File: config.mk
export PLATFORM = sky130hd
export DESIGN_NAME = wwdt_top
export DESIGN_NICKNAME = d
export VERILOG_FILES = /design/src/verilog/wwdt_pkg.sv /design/src/verilog/wwdt_top.sv
export VERILOG_INCLUDE_DIRS = /design/src /design/src/verilog
export SDC_FILE = /design/constraint.sdc
export NUM_CORES = 1
export LEC_CHECK = 0
export BUFFER_PORTS_ARGS = -buffer_cell sky130_fd_sc_hd__buf_2
export CAP_MARGIN = 5
export CORE_MARGIN = 4
export CORE_UTILIZATION = 45
export DETAILED_ROUTE_END_ITERATION = 12
export PLACE_DENSITY_LB_ADDON = 0.3
export SETUP_SLACK_MARGIN = 0.05
export SLEW_MARGIN = 20
export SYNTH_ARGS = -nofsm -noshare
export SYNTH_HDL_FRONTEND = slang
export SYNTH_SLANG_ARGS = --single-unit
File: constraint.sdc
create_clock -name CLK -period 3 [get_ports CLK]
set_input_delay 0.3 -clock CLK [delete_from_list [all_inputs] [get_ports CLK]]
set_output_delay 0.3 -clock CLK [all_outputs]
set_load 0.02 [all_outputs]
File: src/verilog/wwdt_consts.svh
// Offsets, field positions, reset values and counts of the windowed watchdog
`ifndef WWDT_CONSTS_SVH
`define WWDT_CONSTS_SVH

// =====================================================================
// Register byte offsets
`define WWDT_OFS_CONTROL   8'h00
`define WWDT_OFS_MODE      8'h04
`define WWDT_OFS_STATUS    8'h08
`define WWDT_ADDR_BITS     8

// =====================================================================
// Control register fields
`define WWDT_KEY_HI        31
`define WWDT_KEY_LO        24
`define WWDT_KEY_VALUE     8'ha5
`define WWDT_RESTART_BIT   0

// =====================================================================
// Status register fields
`define WWDT_UNF_BIT       0
`define WWDT_ERR_BIT       1

// =====================================================================
// Reset values
`define WWDT_MODE_RESET    32'h3fff2fff
`define WWDT_LOAD_RESET    12'hfff

// =====================================================================
// Counter and prescaler
`define WWDT_CNT_W         12
`define WWDT_PRE_W         7
`define WWDT_PRE_LAST      7'h7f

// =====================================================================
// AHB-Lite encodings
`define WWDT_HTRANS_NONSEQ 2'h2
`define WWDT_HTRANS_SEQ    2'h3
`define WWDT_HSIZE_WORD    3'h2

`endif

File: src/verilog/wwdt_pkg.sv
// Types shared by the windowed watchdog design
package wwdt_pkg;

    // =================================================================
    // Mode register layout, msb first
    typedef struct packed {
        logic [1:0]  reserved;               // Read as written, unused
        logic        idle_halt;              // Stop counting in idle mode
        logic        debug_halt;             // Stop counting in debug state
        logic [11:0] restart_window_delta;   // Upper edge of restart window
        logic        timer_disable;          // Stops counting
        logic        processor_only_reset;   // Fault resets processor only
        logic        fault_reset_enable;     // Fault requests a reset
        logic        fault_interrupt_enable; // Flags request an interrupt
        logic [11:0] counter_load_field;     // Value loaded into the counter
    } wwdt_mode_t;

    // Latched AHB address phase
    typedef struct packed {
        logic       valid;                   // A transfer is in data phase
        logic       write;                   // Direction of that transfer
        logic [7:0] addr;                    // Byte offset inside the block
    } wwdt_aphase_t;

    // Synchronised pin inputs
    typedef struct packed {
        logic slow_clk;                      // Slow clock level
        logic debug;                         // Processor in debug state
        logic idle;                          // System in idle mode
    } wwdt_pins_t;

endpackage : wwdt_pkg

File: src/verilog/wwdt_top.sv
// Windowed watchdog timer with keyed restart and AHB-Lite registers
`include "wwdt_consts.svh"

// Overview of operation
// - Twelve-bit down counter loaded from mode field
// - Counter steps at slow clock over 128
// - Load field 0xFFF, reset enable set after reset
// - Mode register accepts first write only
// - Mode write reloads and restarts counter
// - Restart reloads counter and clears prescaler
// - Control write needs key 0xA5 in 31:24
// - Restart only when counter within delta window
// - Restart outside window sets error and fault
// - Delta at or above load allows all restarts
// - Underflow sets flag, fault if reset enabled
// - Flags interrupt only when enable bit set
// - Processor-only bit picks reset scope
// - Watchdog reset clears block and flags
// - Status read clears flags, interrupt and fault
// - Debug and idle halt bits stop counter
// - Disable bit stops watchdog counting
// - Status flags stay set until read
module wwdt_top (
    input  wire logic        CLK,          // System clock, 125 MHz
    input  wire logic        RST_N,        // Processor or watchdog reset
    input  wire logic        SLOW_CLK,     // Slow clock, asynchronous
    input  wire logic        DEBUG_STATE,  // Processor in debug, async
    input  wire logic        IDLE_MODE,    // System idle, async
    input  wire logic        HSEL,
    input  wire logic [31:0] HADDR,
    input  wire logic [1:0]  HTRANS,
    input  wire logic        HWRITE,
    input  wire logic [2:0]  HSIZE,
    input  wire logic [31:0] HWDATA,
    input  wire logic        HREADY,
    output logic             HREADYOUT,
    output logic             HRESP,
    output logic [31:0]      HRDATA,
    output logic             FAULT,        // Fault level to reset control
    output logic             FAULT_IRQ,    // Interrupt request
    output logic             RESET_ALL,    // Request for all resets
    output logic             RESET_PROC    // Request for processor reset
);

    // =================================================================
    // Declarations
    wwdt_pkg::wwdt_mode_t   mode;          // Mode register contents
    logic                   mode_locked;   // Mode already written once
    logic [11:0]            count;         // Watchdog down counter
    logic [6:0]             prescale;      // Slow clock divider
    logic                   underflow_flag;
    logic                   window_error_flag;
    wwdt_pkg::wwdt_aphase_t aphase;        // Pending data phase
    wwdt_pkg::wwdt_pins_t   pin_meta;      // First synchroniser stage
    wwdt_pkg::wwdt_pins_t   pin_sync;      // Second synchroniser stage
    logic                   slow_prev;     // Delayed slow clock level
    logic                   slow_tick;     // One cycle per rising slow edge
    logic                   halted;        // Counting suspended
    logic                   div_tick;      // One cycle per 128 slow edges
    logic                   underflow_evt; // Counter passes zero
    logic                   ctrl_write;    // Keyed control write
    logic                   restart_req;   // Keyed restart command
    logic                   restart_ok;    // Restart inside window
    logic                   restart_err;   // Restart outside window
    logic                   mode_write;    // First mode write
    logic                   status_read;   // Status read in address phase
    logic                   addr_take;     // Valid address phase taken
    logic                   fault_set;     // Event that raises the fault
    logic [31:0]            next_rdata;    // Read data for next phase

    // =================================================================
    // Pin synchronisers
    // Two stages per pin; only the second stage feeds logic
    localparam int NPINS = 3;
    wire [NPINS-1:0] pin_raw = {SLOW_CLK, DEBUG_STATE, IDLE_MODE};

    genvar gi;
    generate
        for (gi = 0; gi < NPINS; gi++) begin : g_sync
            // First stage catches the asynchronous level
            always_ff @(posedge CLK) begin
                if (!RST_N) begin
                    pin_meta[gi] <= 1'b0;
                end else begin
                    pin_meta[gi] <= pin_raw[gi];
                end
            end
            // Second stage is the only one read by logic
            always_ff @(posedge CLK) begin
                if (!RST_N) begin
                    pin_sync[gi] <= 1'b0;
                end else begin
                    pin_sync[gi] <= pin_meta[gi];
                end
            end
        end
    endgenerate

    // Edge detector on the synchronised slow clock
    // Cleared with the synchroniser, so a slow clock already high at release shows as one rising edge
    always_ff @(posedge CLK) begin
        if (!RST_N) begin
            slow_prev <= 1'b0;
        end else begin
            slow_prev <= pin_sync.slow_clk;
        end
    end

    assign slow_tick = pin_sync.slow_clk & ~slow_prev;

    // =================================================================
    // Bus decode
    // Every selected transfer is acted upon; HSIZE is not decoded
    assign addr_take = HSEL & HREADY & HTRANS[1];

    // Status read acts in the address phase so the flags read back
    // match the clear that the read performs
    assign status_read = addr_take & ~HWRITE
                       & (HADDR[`WWDT_ADDR_BITS-1:0] == `WWDT_OFS_STATUS);

    // Writes act in the data phase, where HWDATA stands
    assign ctrl_write  = aphase.valid & aphase.write
                       & (aphase.addr == `WWDT_OFS_CONTROL)
                       & (HWDATA[`WWDT_KEY_HI:`WWDT_KEY_LO]
                          == `WWDT_KEY_VALUE);
    assign restart_req = ctrl_write & HWDATA[`WWDT_RESTART_BIT];

    // Window check; a delta at or above the load value opens the
    // whole counter range since the count never exceeds the load
    assign restart_ok  = restart_req
                       & (count <= mode.restart_window_delta);
    assign restart_err = restart_req
                       & (count > mode.restart_window_delta);

    // Mode register takes its first write only
    assign mode_write  = aphase.valid & aphase.write & ~mode_locked
                       & (aphase.addr == `WWDT_OFS_MODE);

    // =================================================================
    // Address phase capture
    // Held while HREADY is low so a stalled address phase is kept
    always_ff @(posedge CLK) begin
        if (!RST_N) begin
            aphase <= '0;
        end else if (HREADY) begin
            aphase.valid <= addr_take;
            aphase.write <= HWRITE;
            aphase.addr  <= HADDR[`WWDT_ADDR_BITS-1:0];
        end
    end

    // Slave is never stalled and never errs
    // Low in reset so no transfer is taken before the block is ready
    always_ff @(posedge CLK) begin
        if (!RST_N) begin
            HREADYOUT <= 1'b0;
            HRESP     <= 1'b0;
        end else begin
            HREADYOUT <= 1'b1;
            HRESP     <= 1'b0;
        end
    end

    // =================================================================
    // Read data, registered for the data phase
    always_comb begin
        next_rdata = 32'h0000_0000;
        if (addr_take && !HWRITE) begin
            case (HADDR[`WWDT_ADDR_BITS-1:0])
                `WWDT_OFS_MODE: begin
                    next_rdata = mode;
                end
                `WWDT_OFS_STATUS: begin
                    next_rdata[`WWDT_UNF_BIT] = underflow_flag;
                    next_rdata[`WWDT_ERR_BIT] = window_error_flag;
                end
                default: begin
                    // Control is write-only; unmapped reads give zero
                    next_rdata = 32'h0000_0000;
                end
            endcase
        end
    end

    always_ff @(posedge CLK) begin
        if (!RST_N) begin
            HRDATA <= 32'h0000_0000;
        end else if (HREADY) begin
            HRDATA <= next_rdata;
        end
    end

    // =================================================================
    // Mode register
    // Reset value runs a full-length watchdog with reset enabled
    always_ff @(posedge CLK) begin
        if (!RST_N) begin
            mode        <= `WWDT_MODE_RESET;
            mode_locked <= 1'b0;
        end else if (mode_write) begin
            mode        <= HWDATA;
            mode_locked <= 1'b1;
        end
    end

    // =================================================================
    // Halt conditions
    // Disable, debug halt and idle halt all freeze counter and divider
    assign halted = mode.timer_disable
                  | (mode.debug_halt & pin_sync.debug)
                  | (mode.idle_halt & pin_sync.idle);

    // =================================================================
    // Prescaler, divides slow clock edges by 128
    assign div_tick = slow_tick & ~halted
                    & (prescale == `WWDT_PRE_LAST);

    always_ff @(posedge CLK) begin
        if (!RST_N) begin
            prescale <= '0;
        end else if (restart_ok || mode_write) begin
            prescale <= '0;
        end else if (slow_tick && !halted) begin
            prescale <= prescale + 7'h01;
        end
    end

    // =================================================================
    // Down counter
    // Underflow is the tick that finds the counter at zero; the count
    // then reloads so the watchdog keeps running after a fault
    assign underflow_evt = div_tick & (count == '0);

    always_ff @(posedge CLK) begin
        if (!RST_N) begin
            count <= `WWDT_LOAD_RESET;
        end else if (mode_write) begin
            count <= HWDATA[`WWDT_CNT_W-1:0];
        end else if (restart_ok) begin
            count <= mode.counter_load_field;
        end else if (underflow_evt) begin
            count <= mode.counter_load_field;
        end else if (div_tick) begin
            count <= count - 12'h001;
        end
    end

    // =================================================================
    // Sticky status flags
    // An event in the cycle of the clearing read wins, so none is lost
    always_ff @(posedge CLK) begin
        if (!RST_N) begin
            underflow_flag <= 1'b0;
        end else if (underflow_evt) begin
            underflow_flag <= 1'b1;
        end else if (status_read) begin
            underflow_flag <= 1'b0;
        end
    end

    always_ff @(posedge CLK) begin
        if (!RST_N) begin
            window_error_flag <= 1'b0;
        end else if (restart_err) begin
            window_error_flag <= 1'b1;
        end else if (status_read) begin
            window_error_flag <= 1'b0;
        end
    end

    // =================================================================
    // Fault level to the reset controller
    // Window errors always fault, even while disabled; underflow only
    // when the reset enable bit is set
    assign fault_set = restart_err
                     | (underflow_evt & mode.fault_reset_enable);

    always_ff @(posedge CLK) begin
        if (!RST_N) begin
            FAULT <= 1'b0;
        end else if (fault_set) begin
            FAULT <= 1'b1;
        end else if (status_read) begin
            FAULT <= 1'b0;
        end
    end

    // =================================================================
    // Interrupt request
    // Follows the flags one cycle later, gated by the enable bit
    // A status read therefore withdraws it one cycle after the clear
    always_ff @(posedge CLK) begin
        if (!RST_N) begin
            FAULT_IRQ <= 1'b0;
        end else begin
            FAULT_IRQ <= mode.fault_interrupt_enable
                       & (underflow_flag | window_error_flag);
        end
    end

    // =================================================================
    // Reset requests
    // Follow the fault level one cycle later while reset enable is set; the controller answers
    // by pulling RST_N, which clears this whole block
    always_ff @(posedge CLK) begin
        if (!RST_N) begin
            RESET_ALL  <= 1'b0;
            RESET_PROC <= 1'b0;
        end else begin
            RESET_ALL  <= FAULT & mode.fault_reset_enable
                        & ~mode.processor_only_reset;
            RESET_PROC <= FAULT & mode.fault_reset_enable
                        & mode.processor_only_reset;
        end
    end

    // A restart shortly followed by a new delta or load value may end
    // a period early; software must space these by three slow clocks
    // since the window compare uses the live mode fields

endmodule : wwdt_top

==> summary.md, run 1 <==
| Metric | Value |
|---|---|
| Worst reg2reg setup slack | 0.51 ns |
| First-pass iteration count of the detailed router | 5 |
| WS Path Type | reg -> reg |
| Setup WS post-layout | 0.514 ns |
| DIE WIDTH | 109 µm |
| Setup violations, final | 0 |
| Main synth FF type | dfxtp_1 |
| Status | complete, no violations |
| Total Wirelength | 11300 µm |
| Rel. slew slack | 64.3% |
| Vias/cell | 5.43 |
| Adder-cell area share of the yosys netlist | 4.10% |
| Crit-path leading delay family | simple AND/OR/NAND/NOR gates |
| Cells after Synth | 500 |
| Avg Cell Area, Syn | 9.16 µm² |
| Worst Setup Start Kind | register |
| WP data arrival | 2.74 ns |
| Top post-synthesis cells by area | dfxtp_1, nand2_1, ha_1 |
| Buf+Inv Stages, Crit Path | 1 |
| H-tree depth | 3 |
| CTS root buf | clkbuf_8 |
| Fillers | 959 |
| Synth Register Bits | 108 |
| Starting Density | 46.6% |
| Largest net degree at the start of global routing | 37 |
| Number of global-route vias before repair | 3886 |
| Hold buffers post-CTS | 0 |
| DP Area | 0.00513 mm² |
| Wire length per cell | 15.7 µm |
| CTS tree | yes |
| CP Capture Type | register |
| Leak | 0.00239 µW |
| Yosys warns | 0 |
| Area Growth Syn to Fin | 16.7% |
| Final Critical Period | 2.49 ns |
| Most frequent cells in the layout | dfxtp_1, buf_2, nand2_1 |
| Post-CTS setup buffer count | 0 |
| Main combinational cell family by area after synthesis | simple AND/OR/NAND/NOR gates |
| Worst Max-Slew Pin Slew | 0.535 ns |
| Total global-route track usage | 20.0% |
| Mapped Nets | 592 |
| CP max stage cell | or4b_1 |
| Power per cell area | 484 mW/mm² |
| Post-Syn Area | 0.00458 mm² |
| Overall power | 2590 µW |
| First-pass GRT wire length | 18800 µm |
| Hold Slack | 0.127 ns |
| Max-capacitance violation count | 0 |
| Clk_skew | 0.00780 ns |
| Setup TNS | 0 ns |
| CP required | 3.26 ns |
| Placement Rows | 36 |
| VDD IR max | 0.209 mV |
| Pre-CTS setup slack | 0.530 ns |
| CP Cell Sequence | inv_1, ha_1, or4b_1, nor3_1, and4_1, nor2_1, o21a_1, a2111oi_0, a21oi_1 |
| Simple logic cell fraction of the synthesized area | 22.7% |
| Post-synthesis sequential area ratio | 47.2% |
| CTS max path bufs | 2 |
| Worst min path class | in -> reg |
| Top Ports | 115 |
| Chip Height | 109 µm |
| Max Slew Vio Count | 0 |
| Inserted Diodes | 0 |
| Yosys top cell area share | 47.2% |
| Ys async rst share | 0% |
| DRT antenna net count | 0 |
| Synth Area in XOR/XNOR | 1.72% |
| Routability cong. | 0.885 |
| Initial antenna violation count | 0 |
| CTS Sinks | 108 |
| Fraction of layout cells with a size suffix above 1 | 20.4% |
| 1st-iter DRT viols | 233 |
| Crit path max fanout | 8 |
| Critical path's largest stage delay | 0.45 ns |
| # port buffers | 85 |
| Post-synth EDFFs | 0 |
| Register area | 0.00216 mm² |
| NumNets Final | 671 |
| Multi-input logic area | 0.00222 mm² |
| Final Hold Viols | 0 |
| Post-synth top area cell | dfxtp_1 |
| Clock Latency Late Sink | 0.37 ns |
| Drt drc | 0 |
| Worst-path clk slew | 0.11 ns |
| Vias | 3894 |
| Post-synthesis compound-gate area fraction | 17.8% |
| RSZ-0062 raised after global routing | false |
| Gr ovfl total | 0 |
| Multiplexer share of the synthesized area | 2.19% |
| Post-synthesis cell type count | 59 |
| CTS resizes | 0 |
| Total CTS buffers | 9 |
| Max Fclk | 402 MHz |
| Final period util | 82.9% |
| Post-DP HPWL | 8410 µm |
| Most common cell after layout, fill and taps aside | dfxtp_1 |
| Fin area | 0.00534 mm² |
| Die area | 0.0119 mm² |
| Core area | 0.00982 mm² |
==> worst paths after layout <==
kind,start,endpoint,cells after the start
max,count[0]$_SDFFE_PN1P_,count[7]$_SDFFE_PN1P_,9
min,IDLE_MODE,pin_meta[0]$_SDFF_PN0_,2
max reg2reg,count[0]$_SDFFE_PN1P_,count[7]$_SDFFE_PN1P_,9
min reg2reg,pin_meta[1]$_SDFF_PN0_,pin_sync[1]$_SDFF_PN0_,1
==> cell type report <==
type | count | area share (%)
clock inverters | 7 | 1.59
multi-input cells | 345 | 41.6
flip-flops and latches | 108 | 40.5
well taps | 133 | 3.12
clock buffers | 9 | 2.32
inverters | 19 | 1.34
repair buffers | 96 | 9.51
==> kinds of logic after synthesis <==
logic type               count (synthesis)
XOR/XNOR                                 9
buffers and inverters                   47
AO/OA/AOI/OAI                          111
flip-flops                             108
adder cells (fa/ha/maj)                 15
other                                    1
AND/OR/NAND/NOR                        199
multiplexers                            10
==> per-layer routing <==
layer / vias to the layer above / share of wire [%] / track usage [%] / wire (µm)
li1: 1925 / - / - / -
met2: 131 / 45 / 31.4 / 5130
met4: 0 / 2.1 / 8.84 / 237
met5: - / 0 / 0 / 0
met3: 18 / 6.7 / 3.49 / 759
met1: 1820 / 46 / 27.0 / 5160
==> where the power goes <==
group          total [µW]  switching (µW)  leakage, µW  internal, µW
logic                 175            97.4      0.00141          77.9
registers            1480            26.4     0.000876          1460
clock network         927             528     0.000103           399
total                2590             652      0.00239          1930
==> per-stage QoR <==
step,cells,util [%]
floorplan,500,-
global placement,701,52.3
detailed placement,701,52.3
CTS,717,54.4
global route,717,54.4
finish,717,54.4
==> cells in the mapped netlist (all sizes together), types with 3 or more instances <==
cell type	number
a21o	3
nor3	8
clkbuf	20
a211oi	3
or4	3
buf	8
ha	15
mux2i	10
nor2b	28
a22oi	13
a21oi	18
o211ai	13
and2	12
nand2	73
nand4	9
or2	3
xnor2	5
o21ai	5
nor4	5
o31ai	3
inv	19
xor2	4
dfxtp	108
nand3	18
a22o	20
a31oi	3
a21boi	14
nor3b	3
nor2	25
==> state kept, by name (all words and copies together), names as in the netlist <==
register,count
FAULT,1
pin_meta,3
mode,32
RESET_ALL,1
FAULT_IRQ,1
slow_prev,1
aphase,10
underflow_flag,1
pin_sync,3
count,12
HREADYOUT,1
HRDATA,32
prescale,7
window_error_flag,1
RESET_PROC,1
mode_locked,1
(Power assumes the default switching activity.)
==> inputs of run 2 (changes only) <==
Settings changed: ABC_AREA set to 1.
Clock period 3 ns to 2.2 ns, I/O delays scaled along.
==> run 2 against run 1 <==
Via count rose by 26%. Sequential cell count stayed put. Sequential power is 34% higher. Worst hold slack worse by 0.076 ns. Routed wire length is 16% higher. Non-clock buffer count up 10.
==> summary.md, run 2 <==
| Metric | Value |
|---|---|
| Status | complete, no violations |
| Worst min path class | in -> reg |
| Wire length per cell | 13.7 µm |
| DRT antenna net count | 0 |
| Setup TNS | 0 ns |
| Post-synthesis sequential area ratio | 42.4% |
| Crit-path leading delay family | simple AND/OR/NAND/NOR gates |
| Worst Max-Slew Pin Slew | 0.545 ns |
| # port buffers | 85 |
| 1st-iter DRT viols | 467 |
| WS Path Type | reg -> reg |
| Biggest regs | HRDATA (32), mode (32), count (12) |
| Mapped Nets | 822 |
| CTS tree | yes |
| Top post-synthesis cells by area | dfxtp_1, nand2_1, nand3_1 |
| Initial antenna violation count | 0 |
| Worst r2r path cells | 11 |
| Max Fclk | 513 MHz |
| Clk_skew | 0.00678 ns |
| Top Ports | 115 |
| Worst-path clk slew | 0.07 ns |
| Chip Height | 114 µm |
| Synth Register Bits | 108 |
| H-tree depth | 3 |
| CP required | 2.45 ns |
| Yosys top cell area share | 42.4% |
| CP max stage cell | dfxtp_1 |
| Yosys warns | 0 |
| Crit. Startpoint | mode[21]$_SDFFE_PN1P_ |
| Final Hold Viols | 0 |
| Most frequent cell after synthesis | nand2_1 |
| Placement Rows | 38 |
| Post-synthesis cell type count | 38 |
| Leak | 0.00320 µW |
| Critical Path Sink | count[0]$_SDFFE_PN1P_ |
| CP Capture Type | register |
| Worst path depth | 11 |
| Buf+Inv Stages, Crit Path | 2 |
| Area Growth Syn to Fin | 19.8% |
| Hold buffers post-CTS | 0 |
| Core area | 0.0110 mm² |
| VDD IR max | 0.396 mV |
| Starting Density | 46.4% |
| CP Cell Sequence | inv_1, ha_1, nand4_1, nor2_2, nand4_1, nand2_4, nand2_8, nand3_4, o21ai_0, inv_1, nand2_1 |
| First-pass iteration count of the detailed router | 5 |
| Worst Setup Start Kind | register |
| NumNets Final | 908 |
| First-pass GRT wire length | 21900 µm |
| Placed Cells | 940 |
| WP data arrival | 2.20 ns |
| Vias | 4904 |
| Die area | 0.0131 mm² |
| Power per cell area | 642 mW/mm² |
| Total global-route track usage | 20.8% |
| Post-Syn Area | 0.00510 mm² |
| Max-capacitance violation count | 0 |
| Inserted Diodes | 0 |
| Crit path max fanout | 13 |
| Critical path's largest stage delay | 0.33 ns |
| Total CTS buffers | 9 |
| Vias/cell | 5.10 |
| Ys async rst share | 0% |
| Main synth FF type | dfxtp_1 |
| Rel. slew slack | 63.7% |
| Drt drc | 0 |
| Max Slew Vio Count | 0 |
| Worst reg2reg setup slack | 0.25 ns |
| Largest net degree at the start of global routing | 49 |
| Most frequent cells after synthesis | nand2_1, dfxtp_1, inv_1 |
| Fraction of layout cells with a size suffix above 1 | 17.7% |
| Routability cong. | 0.867 |
| Number of global-route vias before repair | 4689 |
| Most common cell after layout, fill and taps aside | nand2_1 |
| Final period util | 88.6% |
| Clock Latency Late Sink | 0.35 ns |
| Post-synth top area cell | dfxtp_1 |
| DIE WIDTH | 114 µm |
| Total Wirelength | 13100 µm |
| Avg Cell Area, Syn | 6.99 µm² |
| FF-to-FF Start | mode[21]$_SDFFE_PN1P_ |
| CTS Sinks | 108 |
| Layout Cells excl Fill | 961 |
| Post-synth EDFFs | 0 |
| R2r endpoint | count[0]$_SDFFE_PN1P_ |
| CTS root buf | clkbuf_16 |
| Cells after Synth | 730 |
| Post-DP HPWL | 9560 µm |
| Final Critical Period | 1.95 ns |
| Most frequent cells in the layout | nand2_1, dfxtp_1, buf_2 |
| RSZ-0062 raised after global routing | false |
| CTS max path bufs | 2 |
| Setup violations, final | 0 |
| Gr ovfl total | 0 |
==> run 2: what timing repair did <==
| action | CTS | global route |
|---|---|---|
| resized for setup | 0 | 17 |
| endpoints found under the setup margin | 0 | 18 |
| buffers inserted | 0 | 2 |
==> run 2: worst min path at each step <==
stage / startpoint / cells after the start / slack, ns / to
3_5_place_dp: mode[14]$_SDFFE_PN0P_ / 1 / 0.41 / RESET_ALL$_SDFF_PN0_
4_1_cts: DEBUG_STATE / 3 / 0.04 / pin_meta[1]$_SDFF_PN0_
2_1_floorplan: RST_N / 0 / 0.25 / HREADYOUT$_DFF_P_
3_3_place_gp: pin_meta[1]$_SDFF_PN0_ / 2 / 0.40 / pin_sync[1]$_SDFF_PN0_
5_1_grt: DEBUG_STATE / 3 / 0.05 / pin_meta[1]$_SDFF_PN0_
6_report: SLOW_CLK / 3 / 0.05 / pin_meta[2]$_SDFF_PN0_
==> run 2: stage by stage <==
| stage | hold slack [ns] | total power (µW) | cell area, µm² | util [%] | worst slack, ns |
|---|---|---|---|---|---|
| final | 0.0508 | 3920 | 6110 | 55.7 | 0.250 |
| after global routing | 0.0484 | 4060 | 6110 | 55.7 | 0.0568 |
| after floorplan | 0.248 | 2120 | 5100 | - | 0.464 |
| after CTS | 0.0410 | 3950 | 5990 | 54.6 | 0.0994 |
| after detailed placement | 0.409 | 2200 | 5670 | 51.6 | 0.127 |
| after global placement | 0.399 | 2190 | 5670 | 51.6 | 0.214 |
==> run 2: where the power goes <==
| part | leakage (µW) | total [µW] | internal [µW] | switching [µW] |
|---|---|---|---|---|
| Clock | 0.000162 | 1760 | 1030 | 736 |
| Combinational | 0.00216 | 174 | 64.6 | 109 |
| Sequential | 0.000875 | 1990 | 1970 | 11.2 |
==> run 2: cell type report <==
| class | instances | area [µm²] |
|---|---|---|
| Fill cell | 1060 | 4870 |
| Multi-Input combinational cell | 510 | 2520 |
| Sequential cell | 108 | 2160 |
| Timing Repair Buffer | 106 | 621 |
| Inverter | 81 | 304 |
| Clock buffer | 10 | 239 |
| Tap cell | 140 | 175 |
| Clock inverter | 6 | 87.6 |
==> run 2: layer usage <==
layer  up-vias  track usage, %  part of all wire, %  wire, µm
met5         -               0                    0         0
met4         0            9.58                  2.9       376
met3        24            3.54                  4.9       647
met2       115            34.0                   47      6230
met1      2273            26.8                   45      5890
li1       2492               -                    -         -
==> run 2: kinds of logic after synthesis <==
| kind of cell | synth area share (%) |
|---|---|
| adders and majority gates | 3.68 |
| and+or+nand+nor | 33.6 |
| other | 0.0735 |
| buffers and inverters | 9.27 |
| DFF | 42.4 |
| xor gates and xnor gates | 1.37 |
| AOI/OAI and AO/OA | 9.61 |
==> run 2: worst register-to-register path, delay by kind of cell (launching register included) <==
kind | cells | cell delay [ns]
compound gates | 1 | 0.10
fa+ha+maj | 1 | 0.30
simple gates | 7 | 0.97
buf+inv | 2 | 0.15
flops | 1 | 0.33
